File: src/inc/wptw_pkg.sv
// Shared constants and types of the wake pattern and watchdog block
package wptw_pkg;
   localparam int unsigned CLK_NS         = 10;
   // Register byte offsets
   localparam logic [7:0]  ADR_PATTERN    = 8'h70;
   localparam logic [7:0]  ADR_MATCH_EN   = 8'h74;
   localparam logic [7:0]  ADR_WDT        = 8'h78;
   localparam logic [7:0]  ADR_STATUS     = 8'h7C;
   localparam logic [7:0]  ADR_IRQ_CLR    = 8'h80;
   localparam logic [7:0]  ADR_IRQ_EN     = 8'h84;
   // Watchdog control register
   localparam logic [31:0] WDT_RST        = 32'h0000_0000;
   localparam logic [31:0] WDT_RW         = 32'h1000_0037;
   localparam int unsigned BIT_RXCK_INV   = 28;
   localparam int unsigned BIT_RW_REL     = 5;
   localparam int unsigned BIT_RW_DIS     = 4;
   localparam int unsigned BIT_JAB_SEL    = 2;
   localparam int unsigned BIT_NO_REEN    = 1;
   localparam int unsigned BIT_JAB_DIS    = 0;
   // Pattern table
   localparam int unsigned NUM_PAT        = 5;
   localparam int unsigned WPP            = 5;
   localparam int unsigned NUM_WORDS      = 25;
   localparam int unsigned IDX_W          = 5;
   localparam logic [4:0]  IDX_LAST       = 5'h18;
   localparam int unsigned CRC_LSB        = 16;
   localparam int unsigned OFS_LSB        = 0;
   localparam int unsigned OFS_W          = 8;
   localparam logic [15:0] CRC_INIT       = 16'hFFFF;
   localparam logic [15:0] CRC_POLY       = 16'h8005;
   localparam logic [3:0]  SFD_NIB        = 4'hD;
   localparam logic [8:0]  POS_MAX        = 9'h1FF;
   localparam logic [8:0]  MASK_SPAN      = 9'h080;
   localparam logic [7:0]  MATCH_EN_RST   = 8'h00;
   // Status, clear and enable layout
   localparam int unsigned ST_W           = 3;
   localparam int unsigned ST_WAKE        = 0;
   localparam int unsigned ST_RX_WDT      = 1;
   localparam int unsigned ST_JAB         = 2;
   localparam int unsigned IDX_LSB        = 8;
   // Receive watchdog
   localparam int unsigned RX_MAX_BYTES   = 2560;
   localparam int unsigned REL_SHORT_BITS = 24;
   localparam int unsigned REL_LONG_BITS  = 48;
   localparam int unsigned NIB_BITS       = 4;
   localparam int unsigned REL_SHORT_NIB  = REL_SHORT_BITS / NIB_BITS;
   localparam int unsigned REL_LONG_NIB   = REL_LONG_BITS / NIB_BITS;
   // Transmit jabber
   localparam int unsigned JAB_100_US     = 2600;
   localparam int unsigned JAB_10_US      = 26000;
   localparam int unsigned REEN_US        = 42000;
   localparam int unsigned JAB_BYTES      = 2560;
   localparam int unsigned BYTE_NS_100    = 80;
   localparam int unsigned BYTE_NS_10     = 800;
   localparam int unsigned JAB_100_CYC    = JAB_100_US * 1000 / CLK_NS;
   localparam int unsigned JAB_10_CYC     = JAB_10_US * 1000 / CLK_NS;
   localparam int unsigned REEN_CYC       = REEN_US * 1000 / CLK_NS;
   localparam int unsigned BYTE_CYC_100   = BYTE_NS_100 / CLK_NS;
   localparam int unsigned BYTE_CYC_10    = BYTE_NS_10 / CLK_NS;
   localparam int unsigned JAB_BT_100_CYC = JAB_BYTES * BYTE_CYC_100;
   localparam int unsigned JAB_BT_10_CYC  = JAB_BYTES * BYTE_CYC_10;
   localparam int unsigned TMR_W          = 23;

   typedef enum logic [1:0] {RX_IDLE, RX_HUNT, RX_DATA} wptw_rx_t;
   typedef enum logic [1:0] {JB_IDLE, JB_RUN, JB_CUT} wptw_jab_t;
endpackage

File: src/inc/wptw_tmr_if.sv
// Control and done signals between supervision logic and a timer
`timescale 1ns/1ps
interface wptw_tmr_if #(parameter int unsigned W = 23);
   logic         clr;
   logic         run;
   logic [W-1:0] limit;
   logic         done;
   modport ctl (output clr, output run, output limit, input done);
   modport tmr (input clr, input run, input limit, output done);
endinterface

File: src/design/wptw_timer.sv
// Saturating up counter with clear, run and limit compare
`timescale 1ns/1ps
module wptw_timer #(
   parameter int unsigned W = 23
) (
   input  wire logic clk_i,
   input  wire logic rst_i,
   wptw_tmr_if.tmr   t
);
   logic [W-1:0] cnt_q;
   logic [W-1:0] cnt_d;

   always_comb begin
      cnt_d = cnt_q;
      if (t.clr) begin
         cnt_d = '0;
      end else if (t.run && !t.done) begin
         cnt_d = cnt_q + 1'b1;
      end
   end

   always_ff @(posedge clk_i) begin
      if (rst_i) begin
         cnt_q <= '0;
      end else begin
         cnt_q <= cnt_d;
      end
   end

   assign t.done = (cnt_q >= t.limit);
endmodule // wptw_timer

File: src/design/wptw_top.sv
// Wake pattern table loader, rx watchdog and tx jabber supervisor
`timescale 1ns/1ps
module wptw_top
   import wptw_pkg::*;
#(
   parameter int unsigned JAB_100_CYCLES    = JAB_100_CYC,
   parameter int unsigned JAB_10_CYCLES     = JAB_10_CYC,
   parameter int unsigned REEN_CYCLES       = REEN_CYC,
   parameter int unsigned JAB_BT_100_CYCLES = JAB_BT_100_CYC,
   parameter int unsigned JAB_BT_10_CYCLES  = JAB_BT_10_CYC
) (
   input  wire logic        clk_i,
   input  wire logic        rst_i,
   input  wire logic [7:0]  wb_adr_i,
   input  wire logic [31:0] wb_dat_i,
   output logic      [31:0] wb_dat_o,
   input  wire logic        wb_we_i,
   input  wire logic [3:0]  wb_sel_i,
   input  wire logic        wb_cyc_i,
   input  wire logic        wb_stb_i,
   output logic             wb_ack_o,
   input  wire logic        mii_rx_clk_i,
   input  wire logic        mii_rx_dv_i,
   input  wire logic [3:0]  mii_rxd_i,
   input  wire logic        tx_en_i,
   input  wire logic        speed_100_i,
   output logic             tx_cutoff_o,
   output logic             rx_wdt_expired_o,
   output logic             irq_o
);
   // Register file state
   logic [31:0]      pat_q [NUM_WORDS];
   logic [31:0]      pat_d [NUM_WORDS];
   logic [IDX_W-1:0] idx_q, idx_d;
   logic [31:0]      wdt_q, wdt_d;
   logic [7:0]       men_q, men_d;
   logic [ST_W-1:0]  st_q, st_d;
   logic [ST_W-1:0]  ien_q, ien_d;
   logic             ack_q, ack_d;
   logic [31:0]      dat_q, dat_d;
   logic             irq_q, irq_d;
   logic             acc;
   logic [7:0]       adr;
   logic [31:0]      bmask;
   logic [ST_W-1:0]  ev;
   // Control bits
   logic             rx_clock_invert;
   logic             rx_watchdog_release_sel;
   logic             rx_watchdog_disable;
   logic             jabber_time_sel;
   logic             no_auto_tx_reenable;
   logic             jabber_disable;
   // Per pattern views of the table
   logic [127:0]     pmask [NUM_PAT];
   logic [15:0]      pcrc  [NUM_PAT];
   logic [OFS_W-1:0] pofs  [NUM_PAT];
   // Receive side
   logic [2:0]       ck_s;
   logic [1:0]       dv_s;
   logic [3:0]       d_s1, d_s2;
   logic             nib;
   wptw_rx_t         rx_q, rx_d;
   logic             half_q, half_d;
   logic [3:0]       lo_q, lo_d;
   logic [8:0]       pos_q, pos_d;
   logic [15:0]      crc_q [NUM_PAT];
   logic [15:0]      crc_d [NUM_PAT];
   logic             rwx_q, rwx_d;
   logic             bstb;
   logic [7:0]       byte_v;
   logic [8:0]       k;
   logic             wake_ev, rxw_ev;
   // Transmit side
   wptw_jab_t        jb_q, jb_d;
   logic             cut_q, cut_d;
   logic [TMR_W-1:0] jlim;
   logic             jab_ev;

   wptw_tmr_if #(.W(TMR_W)) bt_if ();
   wptw_tmr_if #(.W(TMR_W)) rel_if ();
   wptw_tmr_if #(.W(TMR_W)) jt_if ();

   wptw_timer #(.W(TMR_W)) u_byte_tmr (
      .clk_i (clk_i),
      .rst_i (rst_i),
      .t     (bt_if)
   );
   wptw_timer #(.W(TMR_W)) u_rel_tmr (
      .clk_i (clk_i),
      .rst_i (rst_i),
      .t     (rel_if)
   );
   wptw_timer #(.W(TMR_W)) u_jab_tmr (
      .clk_i (clk_i),
      .rst_i (rst_i),
      .t     (jt_if)
   );

   function automatic logic [15:0] crc_byte(input logic [15:0] c,
                                            input logic [7:0]  b);
      logic [15:0] r;
      r = c;
      for (int i = 0; i < 8; i++) begin
         if (r[15] ^ b[i]) begin
            r = {r[14:0], 1'b0} ^ CRC_POLY;
         end else begin
            r = {r[14:0], 1'b0};
         end
      end
      return r;
   endfunction

   assign rx_clock_invert         = wdt_q[BIT_RXCK_INV];
   assign rx_watchdog_release_sel = wdt_q[BIT_RW_REL];
   assign rx_watchdog_disable     = wdt_q[BIT_RW_DIS];
   assign jabber_time_sel         = wdt_q[BIT_JAB_SEL];
   assign no_auto_tx_reenable     = wdt_q[BIT_NO_REEN];
   assign jabber_disable          = wdt_q[BIT_JAB_DIS];

   for (genvar p = 0; p < NUM_PAT; p++) begin : g_pat
      assign pmask[p] = {pat_q[p*WPP+3], pat_q[p*WPP+2],
                         pat_q[p*WPP+1], pat_q[p*WPP]};
      assign pcrc[p]  = pat_q[p*WPP+4][CRC_LSB +: 16];
      assign pofs[p]  = pat_q[p*WPP+4][OFS_LSB +: OFS_W];
   end

   // Wishbone slave and registers
   always_comb begin
      acc   = wb_cyc_i & wb_stb_i & ~ack_q;
      adr   = {wb_adr_i[7:2], 2'b00};
      bmask = {{8{wb_sel_i[3]}}, {8{wb_sel_i[2]}},
               {8{wb_sel_i[1]}}, {8{wb_sel_i[0]}}};
      pat_d = pat_q;
      idx_d = idx_q;
      wdt_d = wdt_q;
      men_d = men_q;
      ien_d = ien_q;
      st_d  = st_q;
      ack_d = acc;
      dat_d = '0;
      if (acc && wb_we_i) begin
         case (adr)
            ADR_PATTERN: begin
               pat_d[idx_q] = (pat_q[idx_q] & ~bmask)
                            | (wb_dat_i & bmask);
               idx_d = (idx_q == IDX_LAST) ? '0
                                           : idx_q + 1'b1;
            end
            ADR_WDT: begin
               wdt_d = (wdt_q & ~(bmask & WDT_RW))
                     | (wb_dat_i & bmask & WDT_RW);
            end
            ADR_MATCH_EN: begin
               if (wb_sel_i[0]) begin
                  men_d = {3'b000, wb_dat_i[NUM_PAT-1:0]};
               end
            end
            ADR_IRQ_EN: begin
               if (wb_sel_i[0]) begin
                  ien_d = wb_dat_i[ST_W-1:0];
               end
            end
            ADR_IRQ_CLR: begin
               if (wb_sel_i[0]) begin
                  st_d = st_q & ~wb_dat_i[ST_W-1:0];
               end
            end
            default: ;
         endcase
      end else if (acc) begin
         case (adr)
            ADR_WDT:      dat_d = wdt_q;
            ADR_MATCH_EN: dat_d = {24'h00_0000, men_q};
            ADR_IRQ_EN:   dat_d[ST_W-1:0] = ien_q;
            ADR_STATUS: begin
               dat_d[ST_W-1:0]         = st_q;
               dat_d[IDX_LSB +: IDX_W] = idx_q;
            end
            default:      dat_d = '0;
         endcase
      end
      // Set wins over a clear in the same cycle
      st_d  = st_d | ev;
      irq_d = |(st_q & ien_q);
   end

   always_ff @(posedge clk_i) begin
      if (rst_i) begin
         for (int i = 0; i < NUM_WORDS; i++) begin
            pat_q[i] <= '0;
         end
         idx_q <= '0;
         wdt_q <= WDT_RST;
         men_q <= MATCH_EN_RST;
         ien_q <= '0;
         st_q  <= '0;
         ack_q <= 1'b0;
         dat_q <= '0;
         irq_q <= 1'b0;
      end else begin
         pat_q <= pat_d;
         idx_q <= idx_d;
         wdt_q <= wdt_d;
         men_q <= men_d;
         ien_q <= ien_d;
         st_q  <= st_d;
         ack_q <= ack_d;
         dat_q <= dat_d;
         irq_q <= irq_d;
      end
   end

   assign ev[ST_WAKE]   = wake_ev;
   assign ev[ST_RX_WDT] = rxw_ev;
   assign ev[ST_JAB]    = jab_ev;

   // MII pins pass two flip-flops; third clock stage is for edges
   always_ff @(posedge clk_i) begin
      if (rst_i) begin
         ck_s <= '0;
         dv_s <= '0;
         d_s1 <= '0;
         d_s2 <= '0;
      end else begin
         ck_s <= {ck_s[1:0], mii_rx_clk_i};
         dv_s <= {dv_s[0], mii_rx_dv_i};
         d_s1 <= mii_rxd_i;
         d_s2 <= d_s1;
      end
   end

   assign nib = rx_clock_invert ? (~ck_s[1] & ck_s[2])
                                : (ck_s[1] & ~ck_s[2]);

   // Receive frame tracking, pattern CRCs and watchdog
   always_comb begin
      rx_d    = rx_q;
      half_d  = half_q;
      lo_d    = lo_q;
      pos_d   = pos_q;
      crc_d   = crc_q;
      rwx_d   = rwx_q;
      bstb    = 1'b0;
      wake_ev = 1'b0;
      rxw_ev  = 1'b0;
      k       = '0;
      byte_v  = {d_s2, lo_q};
      if (nib) begin
         unique case (rx_q)
            RX_IDLE: begin
               if (dv_s[1]) begin
                  rx_d = RX_HUNT;
               end
            end
            RX_HUNT: begin
               if (!dv_s[1]) begin
                  rx_d = RX_IDLE;
               end else if (d_s2 == SFD_NIB) begin
                  rx_d   = RX_DATA;
                  half_d = 1'b0;
                  pos_d  = '0;
                  for (int p = 0; p < NUM_PAT; p++) begin
                     crc_d[p] = CRC_INIT;
                  end
               end
            end
            RX_DATA: begin
               if (!dv_s[1]) begin
                  rx_d = RX_IDLE;
                  for (int p = 0; p < NUM_PAT; p++) begin
                     if (men_q[p] && !rwx_q
                         && crc_q[p] == pcrc[p]) begin
                        wake_ev = 1'b1;
                     end
                  end
               end else begin
                  half_d = ~half_q;
                  lo_d   = d_s2;
                  if (half_q) begin
                     bstb  = 1'b1;
                     pos_d = (pos_q == POS_MAX) ? pos_q
                                                : pos_q + 1'b1;
                     for (int p = 0; p < NUM_PAT; p++) begin
                        k = pos_q - {1'b0, pofs[p]};
                        if (pos_q >= {1'b0, pofs[p]} && k < MASK_SPAN
                            && pmask[p][k[6:0]]) begin
                           crc_d[p] = crc_byte(crc_q[p], byte_v);
                        end
                     end
                  end
               end
            end
         endcase
      end
      if (bt_if.done && !rx_watchdog_disable && !rwx_q
          && rx_q == RX_DATA) begin
         rwx_d  = 1'b1;
         rxw_ev = 1'b1;
      end else if (rwx_q && rel_if.done) begin
         rwx_d = 1'b0;
      end
   end

   always_ff @(posedge clk_i) begin
      if (rst_i) begin
         rx_q   <= RX_IDLE;
         half_q <= 1'b0;
         lo_q   <= '0;
         pos_q  <= '0;
         for (int p = 0; p < NUM_PAT; p++) begin
            crc_q[p] <= '0;
         end
         rwx_q  <= 1'b0;
      end else begin
         rx_q   <= rx_d;
         half_q <= half_d;
         lo_q   <= lo_d;
         pos_q  <= pos_d;
         crc_q  <= crc_d;
         rwx_q  <= rwx_d;
      end
   end

   assign bt_if.clr    = (rx_q != RX_DATA);
   assign bt_if.run    = bstb;
   assign bt_if.limit  = TMR_W'(RX_MAX_BYTES + 1);
   assign rel_if.clr   = dv_s[1];
   assign rel_if.run   = nib;
   assign rel_if.limit = rx_watchdog_release_sel
                         ? TMR_W'(REL_LONG_NIB)
                         : TMR_W'(REL_SHORT_NIB);

   // Transmit jabber supervision
   always_comb begin
      jb_d   = jb_q;
      jab_ev = 1'b0;
      unique case (jb_q)
         JB_IDLE: begin
            if (tx_en_i && !jabber_disable) begin
               jb_d = JB_RUN;
            end
         end
         JB_RUN: begin
            if (!tx_en_i || jabber_disable) begin
               jb_d = JB_IDLE;
            end else if (jt_if.done) begin
               jb_d   = JB_CUT;
               jab_ev = 1'b1;
            end
         end
         JB_CUT: begin
            if (jabber_disable) begin
               jb_d = JB_IDLE;
            end else if (no_auto_tx_reenable) begin
               if (!tx_en_i) begin
                  jb_d = JB_IDLE;
               end
            end else if (jt_if.done) begin
               jb_d = JB_IDLE;
            end
         end
      endcase
      if (jb_q == JB_CUT) begin
         jlim = TMR_W'(REEN_CYCLES);
      end else if (jabber_time_sel) begin
         jlim = speed_100_i ? TMR_W'(JAB_BT_100_CYCLES)
                            : TMR_W'(JAB_BT_10_CYCLES);
      end else begin
         jlim = speed_100_i ? TMR_W'(JAB_100_CYCLES)
                            : TMR_W'(JAB_10_CYCLES);
      end
      cut_d = (jb_d == JB_CUT);
   end

   always_ff @(posedge clk_i) begin
      if (rst_i) begin
         jb_q  <= JB_IDLE;
         cut_q <= 1'b0;
      end else begin
         jb_q  <= jb_d;
         cut_q <= cut_d;
      end
   end

   assign jt_if.clr   = (jb_q == JB_IDLE) || (jb_d != jb_q);
   assign jt_if.run   = 1'b1;
   assign jt_if.limit = jlim;

   assign wb_dat_o         = dat_q;
   assign wb_ack_o         = ack_q;
   assign irq_o            = irq_q;
   assign tx_cutoff_o      = cut_q;
   assign rx_wdt_expired_o = rwx_q;
endmodule // wptw_top

File: config.mk
export PLATFORM = sky130hd
export DESIGN_NAME = wptw_top
export DESIGN_NICKNAME = d
export VERILOG_FILES = /design/src/inc/wptw_pkg.sv /design/src/inc/wptw_tmr_if.sv /design/src/design/wptw_timer.sv /design/src/design/wptw_top.sv
export SDC_FILE = /design/constraint.sdc
export NUM_CORES = 2
export LEC_CHECK = 0
export BUFFER_PORTS_ARGS = -buffer_cell sky130_fd_sc_hd__buf_2
export CORE_MARGIN = 2
export CORE_UTILIZATION = 55
export CTS_CLUSTER_DIAMETER = 60
export DETAILED_ROUTE_END_ITERATION = 12
export GPL_TIMING_DRIVEN = 0
export PLACE_DENSITY = 0.72
export RECOVER_POWER = 100
export SETUP_SLACK_MARGIN = 0.02
export SLEW_MARGIN = 20
export SYNTH_ARGS = -nofsm -noshare
export SYNTH_HDL_FRONTEND = slang
export SYNTH_SLANG_ARGS = --single-unit
File: constraint.sdc
create_clock -name clk_i -period 8.6 [get_ports clk_i]
set_clock_uncertainty 0.15 [all_clocks]
set_input_delay 0.86 -clock clk_i [delete_from_list [all_inputs] [get_ports clk_i]]
set_output_delay 0.86 -clock clk_i [all_outputs]
set_load 0.05 [all_outputs]
Yosys cells after proc, flatten, opt, wreduce, memory -nomap -nowiden:

Cells that the tools add are included.

* register bits after elaboration: 1064
* input bits: 57
* output and inout port bits: 36
* logic and storage cells: 574

* add/sub/neg operators: 10
* order comparisons: 20
* eq/ne operators: 34
* mux-type cells: 295
* bitwise operators: 102
* reduce and logical (&&, ||, !) cells: 60

Operator list (number)
* 16-bit 2-to-1 mux: 220
* 800-bit bitwise mux: 1
* 80-bit 2-to-1 mux: 4
* 32-bit binary-select mux with 5-bit select: 1
* 32-bit demux with 5-bit select: 1
* 80-bit one-hot mux with 2 select lines: 1
* 3-bit inverter: 41
* 32-bit AND: 3
* 32-bit 2-to-1 mux: 3
* 16-bit equality test: 5
* 23-bit by 1-bit adder with 23-bit output (second input constant): 3
* 9-bit by 8-bit >= comparator with 1-bit output: 5
* 9-bit by 8-bit < comparator with 1-bit output (second input constant): 5
* 9-bit 2-to-1 mux: 5
* 9-bit by 8-bit subtractor with 9-bit output: 5
* 22-bit 2-to-1 mux: 2
* 7-bit AND reduction: 6
* 7-bit by 8-bit < comparator with 1-bit output (second input constant): 5
* 1-bit bitwise XOR: 40
* 1-bit binary-select mux with 7-bit select: 5
* 29-bit inverter with 32-bit output: 1
* 32-bit inverter: 1
* 32-bit by 29-bit OR with 32-bit output: 1
* 32-bit OR: 1
* 46 further kinds: 156

Longest topological paths before layout:

* depth after elaboration: 57
* gate-level depth with buffers: 16
* gate-level depth less buffers: 15

Modules after synthesis:

Synthesis repeated with hierarchy kept, for this count alone.

* cells, all modules: 6347
* area total of the unflattened synthesis: 55455.7 um^2

Modules (own cells, without submodules)
* wptw_top: instances 1, cells each 5654, area each 49877.8 um^2, seq. area each 18998.2 um^2
* wptw_timer: instances 3, cells each 231, area each 1859.3 um^2, seq. area each 460.4 um^2

Least setup slack after synthesis:

No wires, ideal clock.

* path type: flip-flop to flip-flop
* start: register pos_q[0]
* end: register crc_q[38] (netlist bit)
* setup time: 0.119 ns
* data arrival time: 3.600 ns
* required time: 8.331 ns
* path slack: 4.731 ns
* cell stages (with the launch flop): 15
* buffers on the path: 3
* period minus slack after synthesis: 3.869 ns
* cell sequence: dfxtp_1 inv_1 ha_1 inv_1 fa_1 buf_2 buf_2 mux4_2 mux2_1 a2111oi_0 a211o_1 a21boi_4 o31ai_4 buf_6 o221a_1

* cells in the longest elaborated chain, start to end: 6
* elaborated cells on any way between the ends: 9
* those cells by class: 1 x add/sub; 2 x order compare; 1 x eq/ne; 2 x mux; 3 x reduce/logical

Ends and longest elaborated chain
* from (decl): line wptw_top.sv:65 `logic [8:0] pos_q, pos_d;`
* from (signal assigned): line wptw_top.sv:318 `pos_q <= pos_d;`
* 9-bit by 8-bit subtractor with 9-bit output: line wptw_top.sv:284 `k = pos_q - {1'b0, pofs[p]};`
* 1-bit binary-select mux with 7-bit select / 9-bit by 8-bit < comparator with 1-bit output (equally long branches): line wptw_top.sv:286, wptw_top.sv:285
* 1-bit 2-to-1 mux (implied by the code) / 1-bit logical AND (equally long branches): line wptw_top.sv:286, wptw_top.sv:285
* 1-bit logical AND *: line wptw_top.sv:286 `&& pmask[p][k[6:0]]) begin`
* 2-bit inequality test (no source line) *
* 7-bit AND reduction (no source line) *
* to (signal assigned): line wptw_top.sv:319 `crc_q <= crc_d;`
* to (decl): line wptw_top.sv:66 `logic [15:0] crc_q [NUM_PAT];`

Mark *: on every way between the ends. The rest lies on a longest branch, timed or not. The select of a mux whose other input is x is not followed.
A chain may end at the register's enable or synchronous reset.

Worst setup path after layout:

* start: register idx_q[1]
* end: register pat_q[355] (netlist bit)

* cells in the longest elaborated chain, start to end: 7
* elaborated cells on any way between the ends: 12
* those cells by class: 2 x order compare; 6 x mux; 3 x bitwise; 1 x reduce/logical

Ends and longest elaborated chain
* from (decl): line wptw_top.sv:34 `logic [IDX_W-1:0] idx_q, idx_d;`
* from (signal assigned): line wptw_top.sv:202 `idx_q <= idx_d;`
* 5-bit inverter with 6-bit output *: line wptw_top.sv:144 `pat_d[idx_q] = (pat_q[idx_q] & ~bmask)`
* 32-bit binary-select mux with 5-bit select: line wptw_top.sv:144
* 32-bit 2-to-1 mux (implied by the code) (2 in series): line wptw_top.sv:144
* 32-bit AND: line wptw_top.sv:144
* 32-bit OR: line wptw_top.sv:145 `| (wb_dat_i & bmask);`
* 800-bit bitwise mux *: line wptw_top.sv:144
* to (signal assigned): line wptw_top.sv:201 `pat_q <= pat_d;`
* to (decl): line wptw_top.sv:32 `logic [31:0] pat_q [NUM_WORDS];`

Marks and branches as above.

==> summary.txt <==
worst hold path type -> in2reg
Slew Limit Headroom -> -56.6%
worst r2r src -> idx_q[1]$_SDFFE_PP0P_
Post-synth EDFFs -> 0
setup slack, reg-to-reg -> 790 ps
internal power -> 8.01 mW
delay-heaviest family, CP -> buffers and inverters
final instance area -> 0.0585 mm²
clock sinks -> 1018
CP max stage delay -> 1180 ps
clk slew on worst S/H paths -> 60 ps
failing checks -> capacitance limit, slew limit
R2R depth -> 12
worst r2r dst -> pat_q[355]$_SDFFE_PP0P_
fmax -> 0.128 GHz
Post-Synth XOR/XNOR Area -> 4.66%
ys flop type -> dfxtp_1
status -> finished with violations
switching power -> 2.56 mW
share of post-route cells with drive strength above 1 -> 13.3%
Initial Utilization -> 55.3%
Area after DPL -> 0.0547 mm²
WS Path Type -> reg2reg
fin crit share -> 90.8%
post-synth top area cell -> dfxtp_1
mux share of post-synthesis cell area -> 18.6%
Synth Area in Simple Gates -> 16.7%
CTS Buffer Depth -> 3
Max Cap Violations -> 17
main combinational cell family by area after synthesis -> multiplexers
DP Worst Slack -> 2800 ps
total congestion overflow -> 0
FILL cells -> 8365
root buf cell -> clkbuf_16
global-route usage over all layers -> 47.6%
PortBufs -> 67
Synth Area in Compound Gates -> 14.0%
First DRT Iteration DRCs -> 7892
Rows -> 113
cts bufs inserted -> 111
Adder-Cell Fraction of Synth Area -> 1.98%
CTS tree -> yes
wire per inst -> 32.2 µm
Final Hold Violating Endpoints -> 0
Sw Share -> 24.2%
fin crit period -> 7810 ps
core area -> 0.0949 mm²
Gate power share -> 4.5%
#FFs+latches synth -> 1018
Syn Area/Cell -> 8.97 µm²
initial antenna violation count -> 27
cell area after synthesis -> 0.0525 mm²
Syn. warnings -> 0
Setup-failing EPs final -> 0
Synth async-reset ratio -> 0%
Synth cell types -> 96
vias post-DR -> 50200
hold buffers post-CTS -> 0
H-Tree Depth -> 3
clock latency at the later pin of the worst-skew pair -> 730 ps
Seq pwr share -> 44.7%
Hold Path Stages -> 2
Cell Pwr Density -> 181 mW/mm²
Synth top area share -> 38.8%
WP buf/inv -> 5
crit path cell chain -> buf_4, clkbuf_1, clkbuf_1, clkbuf_1, mux4_2, mux2i_1, o21ai_0, a21oi_1, a21oi_1, clkbuf_1, nand2_1, a21oi_1
setup TNS -> 0 ps
worst-path fanout max -> 10
ANT nets after route -> 0
post-DP HPWL -> 179000 µm
arrival time at the worst endpoint -> 8290 ps
area delta synth->final -> 11.5%
Gate Count Post-Synth -> 5854
leading cell type in the layout, fill and taps excluded -> nand2_1
Die Wd -> 313 µm
non-filler instance count after layout -> 7430
Resized cells post-CTS -> 0
first-pass GRT wire length -> 333000 µm
Via density -> 6.75
Critical Path RT -> 9080 ps
clock power share -> 50.8%
CP max-delay cell -> clkbuf_1
Hold Path End -> d_s1[3]$_SDFF_PP0_
Layout Nets -> 6197
Die Height -> 313 µm
Pleak -> 19.7 nW
Slew Viols, Final -> 139
total power -> 10.6 mW
CP Depth -> 12
I/O pin count -> 93
most frequent cells in the layout -> 1636 x nand2_1, 1012 x dfxtp_1, 879 x a21oi_1
RSZ-0062 raised after global routing -> false
DRC Markers -> 0
post-CTS setup buffers -> 0
HP Start -> mii_rxd_i[3]
fin worst setup slack -> 792 ps
final WL -> 239000 µm
largest net degree at the start of global routing -> 15
Die ar. -> 0.0980 mm²
sequential area share after synthesis -> 38.8%
Crit. End Element -> register
startpoint types -> register
placed cells -> 7212
GPL Wtd Cong -> 1.08
worst vdd ir -> 0.146 mV
DR pass1 iterations -> 7
Top cell by count, worst path -> clkbuf_1
Worst-Margin Slew -> 2350 ps
vias in the first global route -> 45700
top cells by area, synth -> dfxtp_1 39%, mux4_2 16%, nand2_1 12%
-- per-stage QoR --
stage / util [%] / hold slack, ps
after floorplan: - / 264
after global placement: 57.4 / 282
after detailed placement: 57.7 / 276
after CTS: 62.0 / 195
after global routing: 61.7 / 210
final: 61.7 / 207
-- power by group through the flow --
stage / registers, mW / logic [mW] / clock network (mW)
2_1_floorplan: 4.83 / 0.214 / 0
3_3_place_gp: 4.83 / 0.446 / 0
3_5_place_dp: 4.83 / 0.455 / 0
4_1_cts: 4.72 / 0.457 / 5.34
5_1_grt: 4.72 / 0.469 / 5.53
6_report: 4.72 / 0.480 / 5.37
-- metal layers --
| metal | global-route usage, % | part of all wire, % | up-vias |
|---|---|---|---|
| met4 | 31.3 | 8.1 | 28 |
| met5 | 0 | 0.13 | - |
| met1 | 60.8 | 35 | 24300 |
| met3 | 17.7 | 15 | 950 |
| met2 | 67.6 | 41 | 4035 |
| li1 | - | - | 20900 |
-- sequential cells by signal, summed over array words and instances, names as in the netlist, 9 cells and up, named ones only --
register and count:
u_byte_tmr.cnt_q 23, u_jab_tmr.cnt_q 23, wb_dat_o 12, crc_q 80, pat_q 800, u_rel_tmr.cnt_q 23
pos_q 9
-- synth_stat cells (25+ instances only) --
| library cell | count |
|---|---|
| a21oi_1 | 881 |
| nand2_1 | 1636 |
| nand4_1 | 26 |
| dfxtp_1 | 1018 |
| nor2_1 | 159 |
| xor2_1 | 110 |
| nor3_1 | 31 |
| mux2i_1 | 78 |
| o21ai_0 | 54 |
| buf_2 | 109 |
| a211oi_1 | 29 |
| a221oi_1 | 56 |
| and3_1 | 41 |
| clkbuf_1 | 318 |
| nand3_1 | 43 |
| mux2_2 | 34 |
| buf_4 | 49 |
| inv_1 | 135 |
| mux4_2 | 371 |
| ha_1 | 75 |
| xnor2_1 | 165 |
| and2_1 | 33 |
| a22o_1 | 25 |
| nor2b_1 | 27 |
-- worst max-delay path by stage --
stage	from	endpoint	slack [ps]
2_1_floorplan	pos_q[0]$_SDFFE_PP0P_	crc_q[38]$_SDFFE_PP0P_	4730
6_report	idx_q[1]$_SDFFE_PP0P_	pat_q[355]$_SDFFE_PP0P_	790
3_3_place_gp	idx_q[1]$_SDFFE_PP0P_	pat_q[332]$_SDFFE_PP0P_	2340
5_1_grt	idx_q[0]$_SDFFE_PP0P_	pat_q[238]$_SDFFE_PP0P_	1230
4_1_cts	pos_q[0]$_SDFFE_PP0P_	crc_q[78]$_SDFFE_PP0P_	2740
3_5_place_dp	pos_q[0]$_SDFFE_PP0P_	crc_q[70]$_SDFFE_PP0P_	2800
-- worst reg2reg max path: stages (launching register included) --
cell and delay (ps):
dfxtp_1 370, buf_4 250, clkbuf_1 1090, clkbuf_1 1180, clkbuf_1 1200, mux4_2 490
mux2i_1 160, o21ai_0 500, a21oi_1 170, a21oi_1 930, clkbuf_1 890, nand2_1 150
a21oi_1 200
-- cells by family (layout without fill, tap and decap cells) --
logic type      count (synthesis)  in the layout
fa+ha+maj                      80             80
xor+xnor                      277            277
simple gates                 2111           2111
compound gates               1237           1237
buf+inv                       637            919
flops                        1018           1018
other cells                     1             30
mux                           493            493
-- area by class of cell --
class | count | area (µm²) | area share, %
multi-input combinational | 4218 | 29400 | 50.3
sequential | 1018 | 20400 | 34.8
clock buffer | 149 | 3200 | 5.47
buffer | 501 | 2160 | 3.69
tap | 1265 | 1580 | 2.70
clock inverter | 59 | 872 | 1.49
inverter | 136 | 510 | 0.872
timing repair buffer | 74 | 369 | 0.631
antenna | 10 | 25.0 | 0.0427
No activity file was read; power rests on OpenSTA's default activity.
